--- src/mcx_pkg.sv ---
// Package for the instruction execute slice of the 4-bit core
// Assumes a single 100 MHz clock and synchronous active-high reset
package mcx_pkg;
    localparam int PC_W = 11;
    localparam int DW = 4;
    localparam int RAM_AW = 7;
    localparam int LCD_AW = 5;
    localparam int LCD_DEPTH = 24;
    // Opcode prefixes, matched from bit 15 downward
    localparam logic [4:0] OP_JMP = 5'h0E;
    localparam logic [4:0] OP_JNC = 5'h1A;
    localparam logic [4:0] OP_JNZ = 5'h18;
    localparam logic [4:0] OP_JZ = 5'h1C;
    localparam logic [8:0] OP_LD_ACC = 9'h09D;
    localparam logic [8:0] OP_LD_CF = 9'h0B0;
    localparam logic [8:0] OP_ST_ACC = 9'h0B3;
    localparam logic [8:0] OP_IN_PA = 9'h0B6;
    localparam logic [15:0] OP_DISP_ON = 16'h0400;
    localparam logic [15:0] OP_DISP_OFF = 16'h0480;
    localparam logic [7:0] OP_HOLD_EN = 8'h41;
    localparam logic [7:0] OP_INT_EN = 8'h51;
    localparam logic [9:0] OP_SEG_DRV = 10'h018;
    localparam logic [6:0] OP_LCD_ACC = 7'h03;
    localparam logic [5:0] OP_LCD_WR = 6'h12;
    localparam logic [6:0] OP_LCD_IMM = 7'h02;
    localparam logic [7:0] OP_MFP = 8'h12;
    localparam logic [11:0] OP_MR0 = 12'h130;
    localparam logic [11:0] OP_MR1 = 12'h131;
    localparam logic [11:0] OP_PAGE = 12'h560;
    localparam logic [11:0] OP_PEF = 12'h460;
    localparam logic [11:0] OP_PM0 = 12'h530;
    localparam logic [11:0] OP_PM1 = 12'h570;
    localparam logic [11:0] OP_PM2 = 12'h5F0;
    // Field positions
    localparam int ADDR_LSB = 0;
    localparam int LCD_ADDR_LSB = 4;
    localparam int MR1_MFP_BIT = 2;
    // Reset values
    localparam logic [3:0] DIR_RST = 4'hF;
    localparam logic [7:0] BYTE_RST = 8'h00;
    localparam logic [3:0] NIB_RST = 4'h0;
    localparam logic [5:0] SEG_RST = 6'h00;
    localparam logic [10:0] PC_RST = 11'h000;
    // Valid-bit masks
    localparam logic [7:0] EVENT_MASK = 8'h97;
    localparam logic [3:0] PAGE_MASK = 4'h7;

    typedef struct packed {
        logic [7:0] hold_release_enable;
        logic [7:0] interrupt_enable_mask;
        logic [5:0] segment_dc_drive_type;
        logic [3:0] timer0_mode;
        logic [3:0] timer1_mode;
        logic [3:0] indirect_page_select;
        logic [3:0] port_change_enable;
        logic [3:0] port_drive_pullup_mode;
        logic [3:0] porta_direction;
        logic [3:0] portb_direction;
        logic [7:0] mfp_wave;
        logic display_on;
    } mcx_cfg_type;

    typedef struct packed {
        logic [7:0] hold_hit;
        logic [7:0] int_hit;
    } mcx_evt_type;
endpackage

--- src/mcx_data_ram.sv ---
// 128 x 4 data memory, one write port and one asynchronous read port
// Assumes single-clock use by the execute core
`timescale 1ns/10ps
`default_nettype none
module mcx_data_ram (
    // Clock
    input wire logic clk,
    // Write port
    input wire logic we,
    input wire logic [6:0] waddr,
    input wire logic [3:0] wdata,
    // Read port
    input wire logic [6:0] raddr,
    output logic [3:0] rdata
);
    logic [3:0] mem [0:127];
    always_ff @(posedge clk) begin
        if (we) begin
            mem[waddr] <= wdata;
        end
    end
    assign rdata = mem[raddr];
endmodule // mcx_data_ram
`default_nettype wire

--- src/mcx_exec.sv ---
// Execute core for jumps, display control, mode setup and memory moves
// Assumes instruction words arrive from program ROM addressed by PC_OUT,
// one instruction per clock; port pins come from outside the clock domain.
//
// Functional notes
// - Unconditional jump loads all eleven PC bits from the instruction's address field.
// - Jump if carry clear loads address when carry is zero, else PC increments.
// - Jump if nonzero branches when accumulator nonzero, else PC increments.
// - Jump if zero branches when accumulator is zero, else PC increments.
// - Two opcodes turn the display output on and off.
// - Load accumulator from direct memory word and update zero flag.
// - Load carry from bit zero of direct memory word only.
// - Hold release enable byte; bits 0,1,2,4,7 used, 3,5,6 reserved.
// - Interrupt enable byte; bits 0,1,2,4,7 used, 3,5,6 reserved.
// - Hold ends on accepted interrupt or enabled hold release event.
// - Six-bit immediate picks push-pull or open-drain per segment output group.
// - Display RAM write at 5-bit location from accumulator, working register or immediate.
// - Modulated pin waveform follows 8-bit immediate when timer1 mode bit 2 is zero.
// - Timer0 mode bit0 selects clock, bit3 runs timer, bits 1-2 reserved.
// - Timer1 mode bit0 selects internal clock, bit1 selects external source.
// - Page register low three bits pick one of eight 16-word pages.
// - Four-bit mask enables change detection per change-detect port pin.
// - Port mode bits 0-1 pick drive type, bits 2-3 enable input pull-ups.
// - Port A direction per pin, 1 input, resets to all ones.
// - Port B direction per pin, 1 input, resets to all ones.
// - Store accumulator into direct memory word, no flag changes.
// - Read port A into accumulator and memory word, update zero flag.
`timescale 1ns/10ps
`default_nettype none
module mcx_exec (
    // Clock and reset
    input wire logic CLOCK,
    input wire logic SRST,
    // Program memory
    input wire logic [15:0] INSTR,
    output logic [10:0] PC_OUT,
    // Working register read value selected by instruction bits 3:0
    input wire logic [3:0] WR_DATA,
    // Port pins and events
    input wire logic [3:0] PORTA_PIN,
    input wire logic [3:0] CHANGE_PORT_PIN,
    input wire logic [7:0] EVENT_IN,
    input wire logic INT_ACCEPT,
    input wire logic HOLD_REQ,
    // Display RAM read side for the LCD driver
    input wire logic [4:0] LCD_RADDR,
    output logic [3:0] LCD_RDATA,
    // Status and configuration
    output logic [3:0] ACC_OUT,
    output logic CARRY_OUT,
    output logic ZERO_OUT,
    output logic HOLD_OUT,
    output logic CHANGE_EVENT,
    output logic [6:0] PAGE_BASE,
    output logic [7:0] MFP_WAVE,
    output logic MFP_FROM_IMM,
    output mcx_pkg::mcx_cfg_type CFG
);
    ////////////////////////////////////////////////////////////////////////
    // State
    logic [10:0] pc_reg, pc_next;
    logic [3:0] accumulator_reg, accumulator_next;
    logic carry_flag_reg, carry_flag_next;
    logic zero_flag_reg, zero_flag_next;
    logic hold_reg, hold_next;
    mcx_pkg::mcx_cfg_type cfg_reg, cfg_next;
    logic [3:0] pa_meta_reg, pa_sync_reg;
    logic [3:0] pc_meta_reg, pc_sync_reg, pc_prev_reg;
    logic change_reg;
    logic [3:0] lcd_rdata_reg;
    logic [3:0] ram_rdata;
    logic [3:0] lcd_rdata;

    ////////////////////////////////////////////////////////////////////////
    // Decode
    wire [10:0] jump_addr = INSTR[10:0];
    wire [6:0] ram_addr = INSTR[6:0];
    wire [4:0] lcd_addr = INSTR[8:4];
    wire [10:0] pc_inc = pc_reg + 11'h001;
    wire acc_zero = (accumulator_reg == 4'h0);

    wire is_jump_absolute = (INSTR[15:11] == mcx_pkg::OP_JMP);
    wire is_jump_carry_clear = (INSTR[15:11] == mcx_pkg::OP_JNC);
    wire is_jump_nonzero = (INSTR[15:11] == mcx_pkg::OP_JNZ);
    wire is_jump_zero = (INSTR[15:11] == mcx_pkg::OP_JZ);
    wire is_ld_acc = (INSTR[15:7] == mcx_pkg::OP_LD_ACC);
    wire is_ld_cf = (INSTR[15:7] == mcx_pkg::OP_LD_CF);
    wire is_st_acc = (INSTR[15:7] == mcx_pkg::OP_ST_ACC);
    wire is_in_pa = (INSTR[15:7] == mcx_pkg::OP_IN_PA);
    wire is_display_on_op = (INSTR == mcx_pkg::OP_DISP_ON);
    wire is_display_off_op = (INSTR == mcx_pkg::OP_DISP_OFF);
    wire is_hold_en = (INSTR[15:8] == mcx_pkg::OP_HOLD_EN);
    wire is_int_en = (INSTR[15:8] == mcx_pkg::OP_INT_EN);
    wire is_seg_drv = (INSTR[15:6] == mcx_pkg::OP_SEG_DRV);
    wire is_lcd_acc = (INSTR[15:9] == mcx_pkg::OP_LCD_ACC) && (INSTR[3:0] == 4'h0);
    wire is_lcd_wr = (INSTR[15:10] == mcx_pkg::OP_LCD_WR);
    wire is_lcd_imm = (INSTR[15:9] == mcx_pkg::OP_LCD_IMM);
    wire is_mfp = (INSTR[15:8] == mcx_pkg::OP_MFP);
    wire is_mr0 = (INSTR[15:4] == mcx_pkg::OP_MR0);
    wire is_mr1 = (INSTR[15:4] == mcx_pkg::OP_MR1);
    wire is_page = (INSTR[15:4] == mcx_pkg::OP_PAGE);
    wire is_pef = (INSTR[15:4] == mcx_pkg::OP_PEF);
    wire is_pm0 = (INSTR[15:4] == mcx_pkg::OP_PM0);
    wire is_pm1 = (INSTR[15:4] == mcx_pkg::OP_PM1);
    wire is_pm2 = (INSTR[15:4] == mcx_pkg::OP_PM2);

    // Branch selection resolved in the same cycle as the instruction
    wire take_branch = is_jump_absolute
        || (is_jump_carry_clear && !carry_flag_reg)
        || (is_jump_nonzero && !acc_zero)
        || (is_jump_zero && acc_zero);

    // Hold release from any enabled event or from interrupt acceptance
    wire [7:0] hold_hits = EVENT_IN & cfg_reg.hold_release_enable & mcx_pkg::EVENT_MASK;
    wire hold_release = (|hold_hits) || INT_ACCEPT;

    // Data memory and display memory writes
    wire ram_we = !hold_reg && (is_st_acc || is_in_pa);
    wire [3:0] ram_wdata = is_in_pa ? pa_sync_reg : accumulator_reg;
    wire lcd_we = !hold_reg && (is_lcd_acc || is_lcd_wr || is_lcd_imm);
    wire [3:0] lcd_wdata = is_lcd_wr ? WR_DATA
        : (is_lcd_imm ? INSTR[3:0] : accumulator_reg);

    // Change detection on enabled pins
    wire [3:0] pin_changed = (pc_sync_reg ^ pc_prev_reg) & cfg_reg.port_change_enable;

    ////////////////////////////////////////////////////////////////////////
    // Next state
    always_comb begin
        pc_next = pc_reg;
        accumulator_next = accumulator_reg;
        carry_flag_next = carry_flag_reg;
        zero_flag_next = zero_flag_reg;
        hold_next = hold_reg;
        cfg_next = cfg_reg;
        if (hold_reg) begin
            if (hold_release) begin
                hold_next = 1'b0;
            end
        end else if (HOLD_REQ) begin
            hold_next = 1'b1;
            pc_next = pc_inc;
        end else begin
            pc_next = take_branch ? jump_addr : pc_inc;
            if (is_ld_acc) begin
                accumulator_next = ram_rdata;
                zero_flag_next = (ram_rdata == 4'h0);
            end
            if (is_in_pa) begin
                accumulator_next = pa_sync_reg;
                zero_flag_next = (pa_sync_reg == 4'h0);
            end
            if (is_ld_cf) begin
                carry_flag_next = ram_rdata[0];
            end
            if (is_display_on_op) begin
                cfg_next.display_on = 1'b1;
            end
            if (is_display_off_op) begin
                cfg_next.display_on = 1'b0;
            end
            if (is_hold_en) begin
                cfg_next.hold_release_enable = INSTR[7:0] & mcx_pkg::EVENT_MASK;
            end
            if (is_int_en) begin
                cfg_next.interrupt_enable_mask = INSTR[7:0] & mcx_pkg::EVENT_MASK;
            end
            if (is_seg_drv) begin
                cfg_next.segment_dc_drive_type = INSTR[5:0];
            end
            if (is_mfp) begin
                cfg_next.mfp_wave = INSTR[7:0];
            end
            if (is_mr0) begin
                cfg_next.timer0_mode = INSTR[3:0] & 4'h9;
            end
            if (is_mr1) begin
                cfg_next.timer1_mode = INSTR[3:0];
            end
            if (is_page) begin
                cfg_next.indirect_page_select = INSTR[3:0] & mcx_pkg::PAGE_MASK;
            end
            if (is_pef) begin
                cfg_next.port_change_enable = INSTR[3:0];
            end
            if (is_pm0) begin
                cfg_next.port_drive_pullup_mode = INSTR[3:0];
            end
            if (is_pm1) begin
                cfg_next.porta_direction = INSTR[3:0];
            end
            if (is_pm2) begin
                cfg_next.portb_direction = INSTR[3:0];
            end
        end
    end

    ////////////////////////////////////////////////////////////////////////
    // Registers
    always_ff @(posedge CLOCK) begin
        if (SRST) begin
            pc_reg <= mcx_pkg::PC_RST;
            accumulator_reg <= mcx_pkg::NIB_RST;
            carry_flag_reg <= 1'b0;
            zero_flag_reg <= 1'b0;
            hold_reg <= 1'b0;
        end else begin
            pc_reg <= pc_next;
            accumulator_reg <= accumulator_next;
            carry_flag_reg <= carry_flag_next;
            zero_flag_reg <= zero_flag_next;
            hold_reg <= hold_next;
        end
    end

    always_ff @(posedge CLOCK) begin
        if (SRST) begin
            cfg_reg <= '{
                hold_release_enable: mcx_pkg::BYTE_RST,
                interrupt_enable_mask: mcx_pkg::BYTE_RST,
                segment_dc_drive_type: mcx_pkg::SEG_RST,
                timer0_mode: mcx_pkg::NIB_RST,
                timer1_mode: mcx_pkg::NIB_RST,
                indirect_page_select: mcx_pkg::NIB_RST,
                port_change_enable: mcx_pkg::NIB_RST,
                port_drive_pullup_mode: mcx_pkg::NIB_RST,
                porta_direction: mcx_pkg::DIR_RST,
                portb_direction: mcx_pkg::DIR_RST,
                mfp_wave: mcx_pkg::BYTE_RST,
                display_on: 1'b0};
        end else begin
            cfg_reg <= cfg_next;
        end
    end

    // Pin synchronisers and change detector
    always_ff @(posedge CLOCK) begin
        if (SRST) begin
            pa_meta_reg <= 4'h0;
            pa_sync_reg <= 4'h0;
            pc_meta_reg <= 4'h0;
            pc_sync_reg <= 4'h0;
            pc_prev_reg <= 4'h0;
            change_reg <= 1'b0;
        end else begin
            pa_meta_reg <= PORTA_PIN;
            pa_sync_reg <= pa_meta_reg;
            pc_meta_reg <= CHANGE_PORT_PIN;
            pc_sync_reg <= pc_meta_reg;
            pc_prev_reg <= pc_sync_reg;
            change_reg <= |pin_changed;
        end
    end

    always_ff @(posedge CLOCK) begin
        if (SRST) begin
            lcd_rdata_reg <= 4'h0;
        end else begin
            lcd_rdata_reg <= lcd_rdata;
        end
    end

    ////////////////////////////////////////////////////////////////////////
    // Memories
    mcx_data_ram u_ram (
        .clk(CLOCK),
        .we(ram_we),
        .waddr(ram_addr),
        .wdata(ram_wdata),
        .raddr(ram_addr),
        .rdata(ram_rdata)
    );

    mcx_lcd_ram u_lcd (
        .clk(CLOCK),
        .we(lcd_we),
        .waddr(lcd_addr),
        .wdata(lcd_wdata),
        .raddr(LCD_RADDR),
        .rdata(lcd_rdata)
    );

    ////////////////////////////////////////////////////////////////////////
    // Outputs
    assign PC_OUT = pc_reg;
    assign ACC_OUT = accumulator_reg;
    assign CARRY_OUT = carry_flag_reg;
    assign ZERO_OUT = zero_flag_reg;
    assign HOLD_OUT = hold_reg;
    assign CHANGE_EVENT = change_reg;
    assign PAGE_BASE = {cfg_reg.indirect_page_select[2:0], 4'h0};
    assign MFP_WAVE = cfg_reg.mfp_wave;
    assign MFP_FROM_IMM = !cfg_reg.timer1_mode[mcx_pkg::MR1_MFP_BIT];
    assign CFG = cfg_reg;
    assign LCD_RDATA = lcd_rdata_reg;
endmodule // mcx_exec
`default_nettype wire

--- src/mcx_lcd_ram.sv ---
// 24 x 4 display data memory with a write port and an external read port
// Assumes out-of-range locations are ignored on write and read as zero
`timescale 1ns/10ps
`default_nettype none
module mcx_lcd_ram (
    // Clock
    input wire logic clk,
    // Write port
    input wire logic we,
    input wire logic [4:0] waddr,
    input wire logic [3:0] wdata,
    // Read port
    input wire logic [4:0] raddr,
    output logic [3:0] rdata
);
    logic [3:0] mem [0:mcx_pkg::LCD_DEPTH-1];
    wire in_range_w = (waddr < 5'(mcx_pkg::LCD_DEPTH));
    wire in_range_r = (raddr < 5'(mcx_pkg::LCD_DEPTH));
    always_ff @(posedge clk) begin
        if (we && in_range_w) begin
            mem[waddr] <= wdata;
        end
    end
    assign rdata = in_range_r ? mem[raddr] : 4'h0;
endmodule // mcx_lcd_ram
`default_nettype wire

--- config.mk ---
export PLATFORM = sky130hd
export DESIGN_NAME = mcx_exec
export DESIGN_NICKNAME = d
export VERILOG_FILES = /design/src/mcx_pkg.sv /design/src/mcx_data_ram.sv /design/src/mcx_exec.sv /design/src/mcx_lcd_ram.sv
export SDC_FILE = /design/constraint.sdc
export NUM_CORES = 1
export LEC_CHECK = 0
export BUFFER_PORTS_ARGS = -buffer_cell sky130_fd_sc_hd__buf_2
export CAP_MARGIN = 20
export CORE_ASPECT_RATIO = 1.25
export CORE_MARGIN = 5
export CORE_UTILIZATION = 35
export DETAILED_ROUTE_END_ITERATION = 12
export PLACE_DENSITY = 0.49
export SKIP_CTS_REPAIR_TIMING = 1
export SYNTH_ARGS = -nofsm -noshare
export SYNTH_HDL_FRONTEND = slang
export SYNTH_HIERARCHICAL = 1
export SYNTH_SLANG_ARGS = --single-unit
export TNS_END_PERCENT = 100
--- constraint.sdc ---
create_clock -name CLOCK -period 3.5 [get_ports CLOCK]
set_clock_uncertainty 0.1 [all_clocks]
set_input_delay 0.525 -clock CLOCK [delete_from_list [all_inputs] [get_ports CLOCK]]
set_output_delay 0.525 -clock CLOCK [all_outputs]
set_load 0.01 [all_outputs]
==> impl_metrics.toml <==
[grt]
track_usage_pct = 15.7
grt_pass1_wl_um = 104000
antenna_found_initial = 0
grt_max_degree = 129
overflow = 0
grt_pass1_vias = 16100

[floorplanning]
dieArea_um2 = 86500
dieHeight_um = 328
core_area_um2 = 80100
initial_utilization_pct = 35.2
io_pins = 143
fp-row-count = 116
die_x_um = 264

[sta]
rsz0062_at_grt = "no"
setup_viol = 0
hold_violations = 0
slew-limit-headroom_pct = 43.6
min_period_ns = 3.37
fin_crit_sh_pct = 96.2
worstMarginPinSlew_ns = 0.845
timing.fmax_mhz = 297
layout_setup_ws_ns = 0.134
drv_slew = 0

[setup_path]
crit_end = "ZERO_OUT$_SDFFE_PP0P_"
r2r_cells = 8
crit_type = "input port to flop"
critPathRequiredTime_ns = 3.91
arrival_ns = 3.78
reg2reg_to = "ZERO_OUT$_SDFFE_PP0P_"
startpoint = "INSTR[0]"
r2r_setup_slack_ns = 0.24
worst_setup_path_start_kind = "input port"
r2r-start = "u_ram/mem[114][0]$_DFFE_PP_"
path_max_fanout = 16
crit_path_end_kind = "flop"

[cts]
cts_tree = "done"
clk_pin_slew_ns = 0.06
cts.sinks = 701
clockBufferDepth = 3
htree_levels = 3
cts_root_buffer = "clkbuf_16"
clkLatencyLatePin_ns = 0.59
cts_buffers = 74

[place]
dp_slack_ns = -0.770
dp_cells = 2801
portBuffers = 126
hpwl_um = 46600
gp_congestion = 0.792

[worst_hold_path]
hold_path_class = "input port to flop"
min_from = "CHANGE_PORT_PIN[2]"
hold_depth = 2

[route]
drc = 0
firstDrtPassIters = 6
detail-route-antenna-nets = 0
drt-vias-per-instance = 5.11
wirelength_um = 68800
avgRoutedWirePerCell_um = 23.4
vias = 15000
drt_iter0_markers = 1022

[power]
leakage_uw = 0.0101
irDropWorstVdd_mv = 0.305
power_density_nw_per_um2 = 523

[yosys]
ys_warn_count = 6
synth_edf_count = 608
synth.avg_cell_area_um2 = 17.7
ys_ff_latch = 701
syn-cell-area_um2 = 28200
synthArstFlopShare_pct = 0
ys_seq_area_share_pct = 71.3
syn_inst = 1592
synth_flop_cell = "edfxtp_1"
synthDistinctLibCells = 62

[final_layout]
drive_gt1_share_pct = 29.4
multi_input_area_um2 = 7590
seqCellArea_um2 = 20100
fill_cells = 7245
top_register = "u_ram/mem"
nets = 1861
area_delta_synth_final_pct = 17.9
layout.cells.non_filler = 2935
n_antenna_cell = 0
largest_register_ff_count = 512

[outcome]
status = "finished clean"

[flow_run]
max_cap_viol_count = 0
==> logic make-up after synthesis <==
family          synth area share, %
compound gates                 2.08
buf+inv                        2.16
fa+ha+maj                    0.0443
simple gates                   6.94
flops                          71.3
other cells                  0.0133
mux                            17.4
xor+xnor                      0.155
==> per-layer routing <==
metal	up-vias	routed length, µm	part of all wire (%)	track usage (%)
met5	-	0	0	0
met4	0	1590	2.3	4.73
met3	95	3420	5.0	2.52
met2	375	36300	53	28.1
met1	7817	27500	40	19.7
li1	6712	-	-	-
==> stage by stage <==
stage                     area, µm²  hold WS [ns]  utilization [%]  power, µW  TNS (ns)
after CTS                     33300       0.00624             41.5      17700    -0.143
final                         33300        0.0477             41.6      17400         0
after floorplan               28300         0.314                -       9510         0
after global routing          33300        0.0484             41.6      18100         0
after detailed placement      30800         0.328             38.5       9740     -1.19
after global placement        30800         0.334             38.5       9730     -1.20
==> cell type report <==
type,instances,area share [%]
Timing Repair Buffer,242,5.29
Clock inverter,37,1.12
Tap cell,1062,3.99
Clock buffer,97,6.24
Inverter,14,0.158
Multi-Input combinational cell,782,22.8
Sequential cell,701,60.4
==> cells in the mapped netlist, drive strengths merged, types with 2 or more instances <==
cell     instances  area [µm²]
xor2             4        35.0
dfxtp           93        1860
a211o            9        78.8
nor3b            2        15.0
edfxtp         608       18300
or3              6        37.5
and4             2        17.5
nand2           57         214
nand2b           3        18.8
a21boi           2        18.8
and3b            2        17.5
o2111ai          3        26.3
o211ai           4        30.0
buf             59         377
o21a             2        15.0
o32ai            2        17.5
a211oi           6        45.0
nor3            14        70.1
clkbuf          48         180
or3b             2        17.5
and3             2        12.5
inv             13        48.8
nor2           225         845
nor2b           38         238
a31oi            2        12.5
and4b            3        30.0
a22oi           10        75.1
mux2             9         101
nand4           13        87.6
mux4           179        4060
nand3b           5        37.5
mux2i           74         741
nor4b            3        32.5
o311a            3        30.0
nor4             8        71.3
o22ai            6        37.5
nand3           34         170
a21oi           22         110
==> placed cells by master (no fill, tap or decap), types with 4 or more instances in the layout <==
| master | count |
|---|---|
| clkinv_2 | 14 |
| mux4_2 | 172 |
| nand3b_1 | 5 |
| a22oi_1 | 10 |
| a211oi_1 | 6 |
| conb_1 | 13 |
| mux2_4 | 4 |
| clkinv_1 | 9 |
| bufinv_16 | 7 |
| mux2_2 | 5 |
| clkinvlp_4 | 4 |
| inv_1 | 13 |
| nand4_1 | 12 |
| clkbuf_16 | 78 |
| nor2_1 | 225 |
| xor2_1 | 4 |
| buf_12 | 19 |
| nor2b_1 | 38 |
| a211o_1 | 9 |
| buf_2 | 122 |
| nor3_1 | 14 |
| dfxtp_1 | 93 |
| nand2_1 | 57 |
| o211ai_1 | 4 |
| or3_1 | 6 |
| mux2i_1 | 74 |
| a21oi_1 | 22 |
| o22ai_1 | 6 |
| nor4_1 | 5 |
| mux4_1 | 7 |
| buf_4 | 99 |
| nand3_1 | 34 |
| clkbuf_8 | 5 |
| clkbuf_1 | 12 |
| edfxtp_1 | 608 |
==> power by group <==
part           internal, µW  switching [µW]
logic                   217             339
clock network          4710            3170
registers              8970            17.4
==> worst min path at each step <==
stage                                     end
global route        pc_meta_reg[2]$_SDFF_PP0_
CTS                 pc_meta_reg[2]$_SDFF_PP0_
floorplan           pa_sync_reg[0]$_SDFF_PP0_
finish              pc_meta_reg[2]$_SDFF_PP0_
global placement    pa_sync_reg[2]$_SDFF_PP0_
detailed placement  pc_sync_reg[0]$_SDFF_PP0_
==> critical path, stage by stage <==
cell      delay, ns
buf_8          0.24
buf_12         0.22
mux4_2         0.53
mux4_2         0.53
mux4_2         0.54
mux2_2         0.33
nor4_4         0.36
buf_4          0.16
o22ai_1        0.06
a211oi_1       0.24
(Power assumes the default switching activity.)
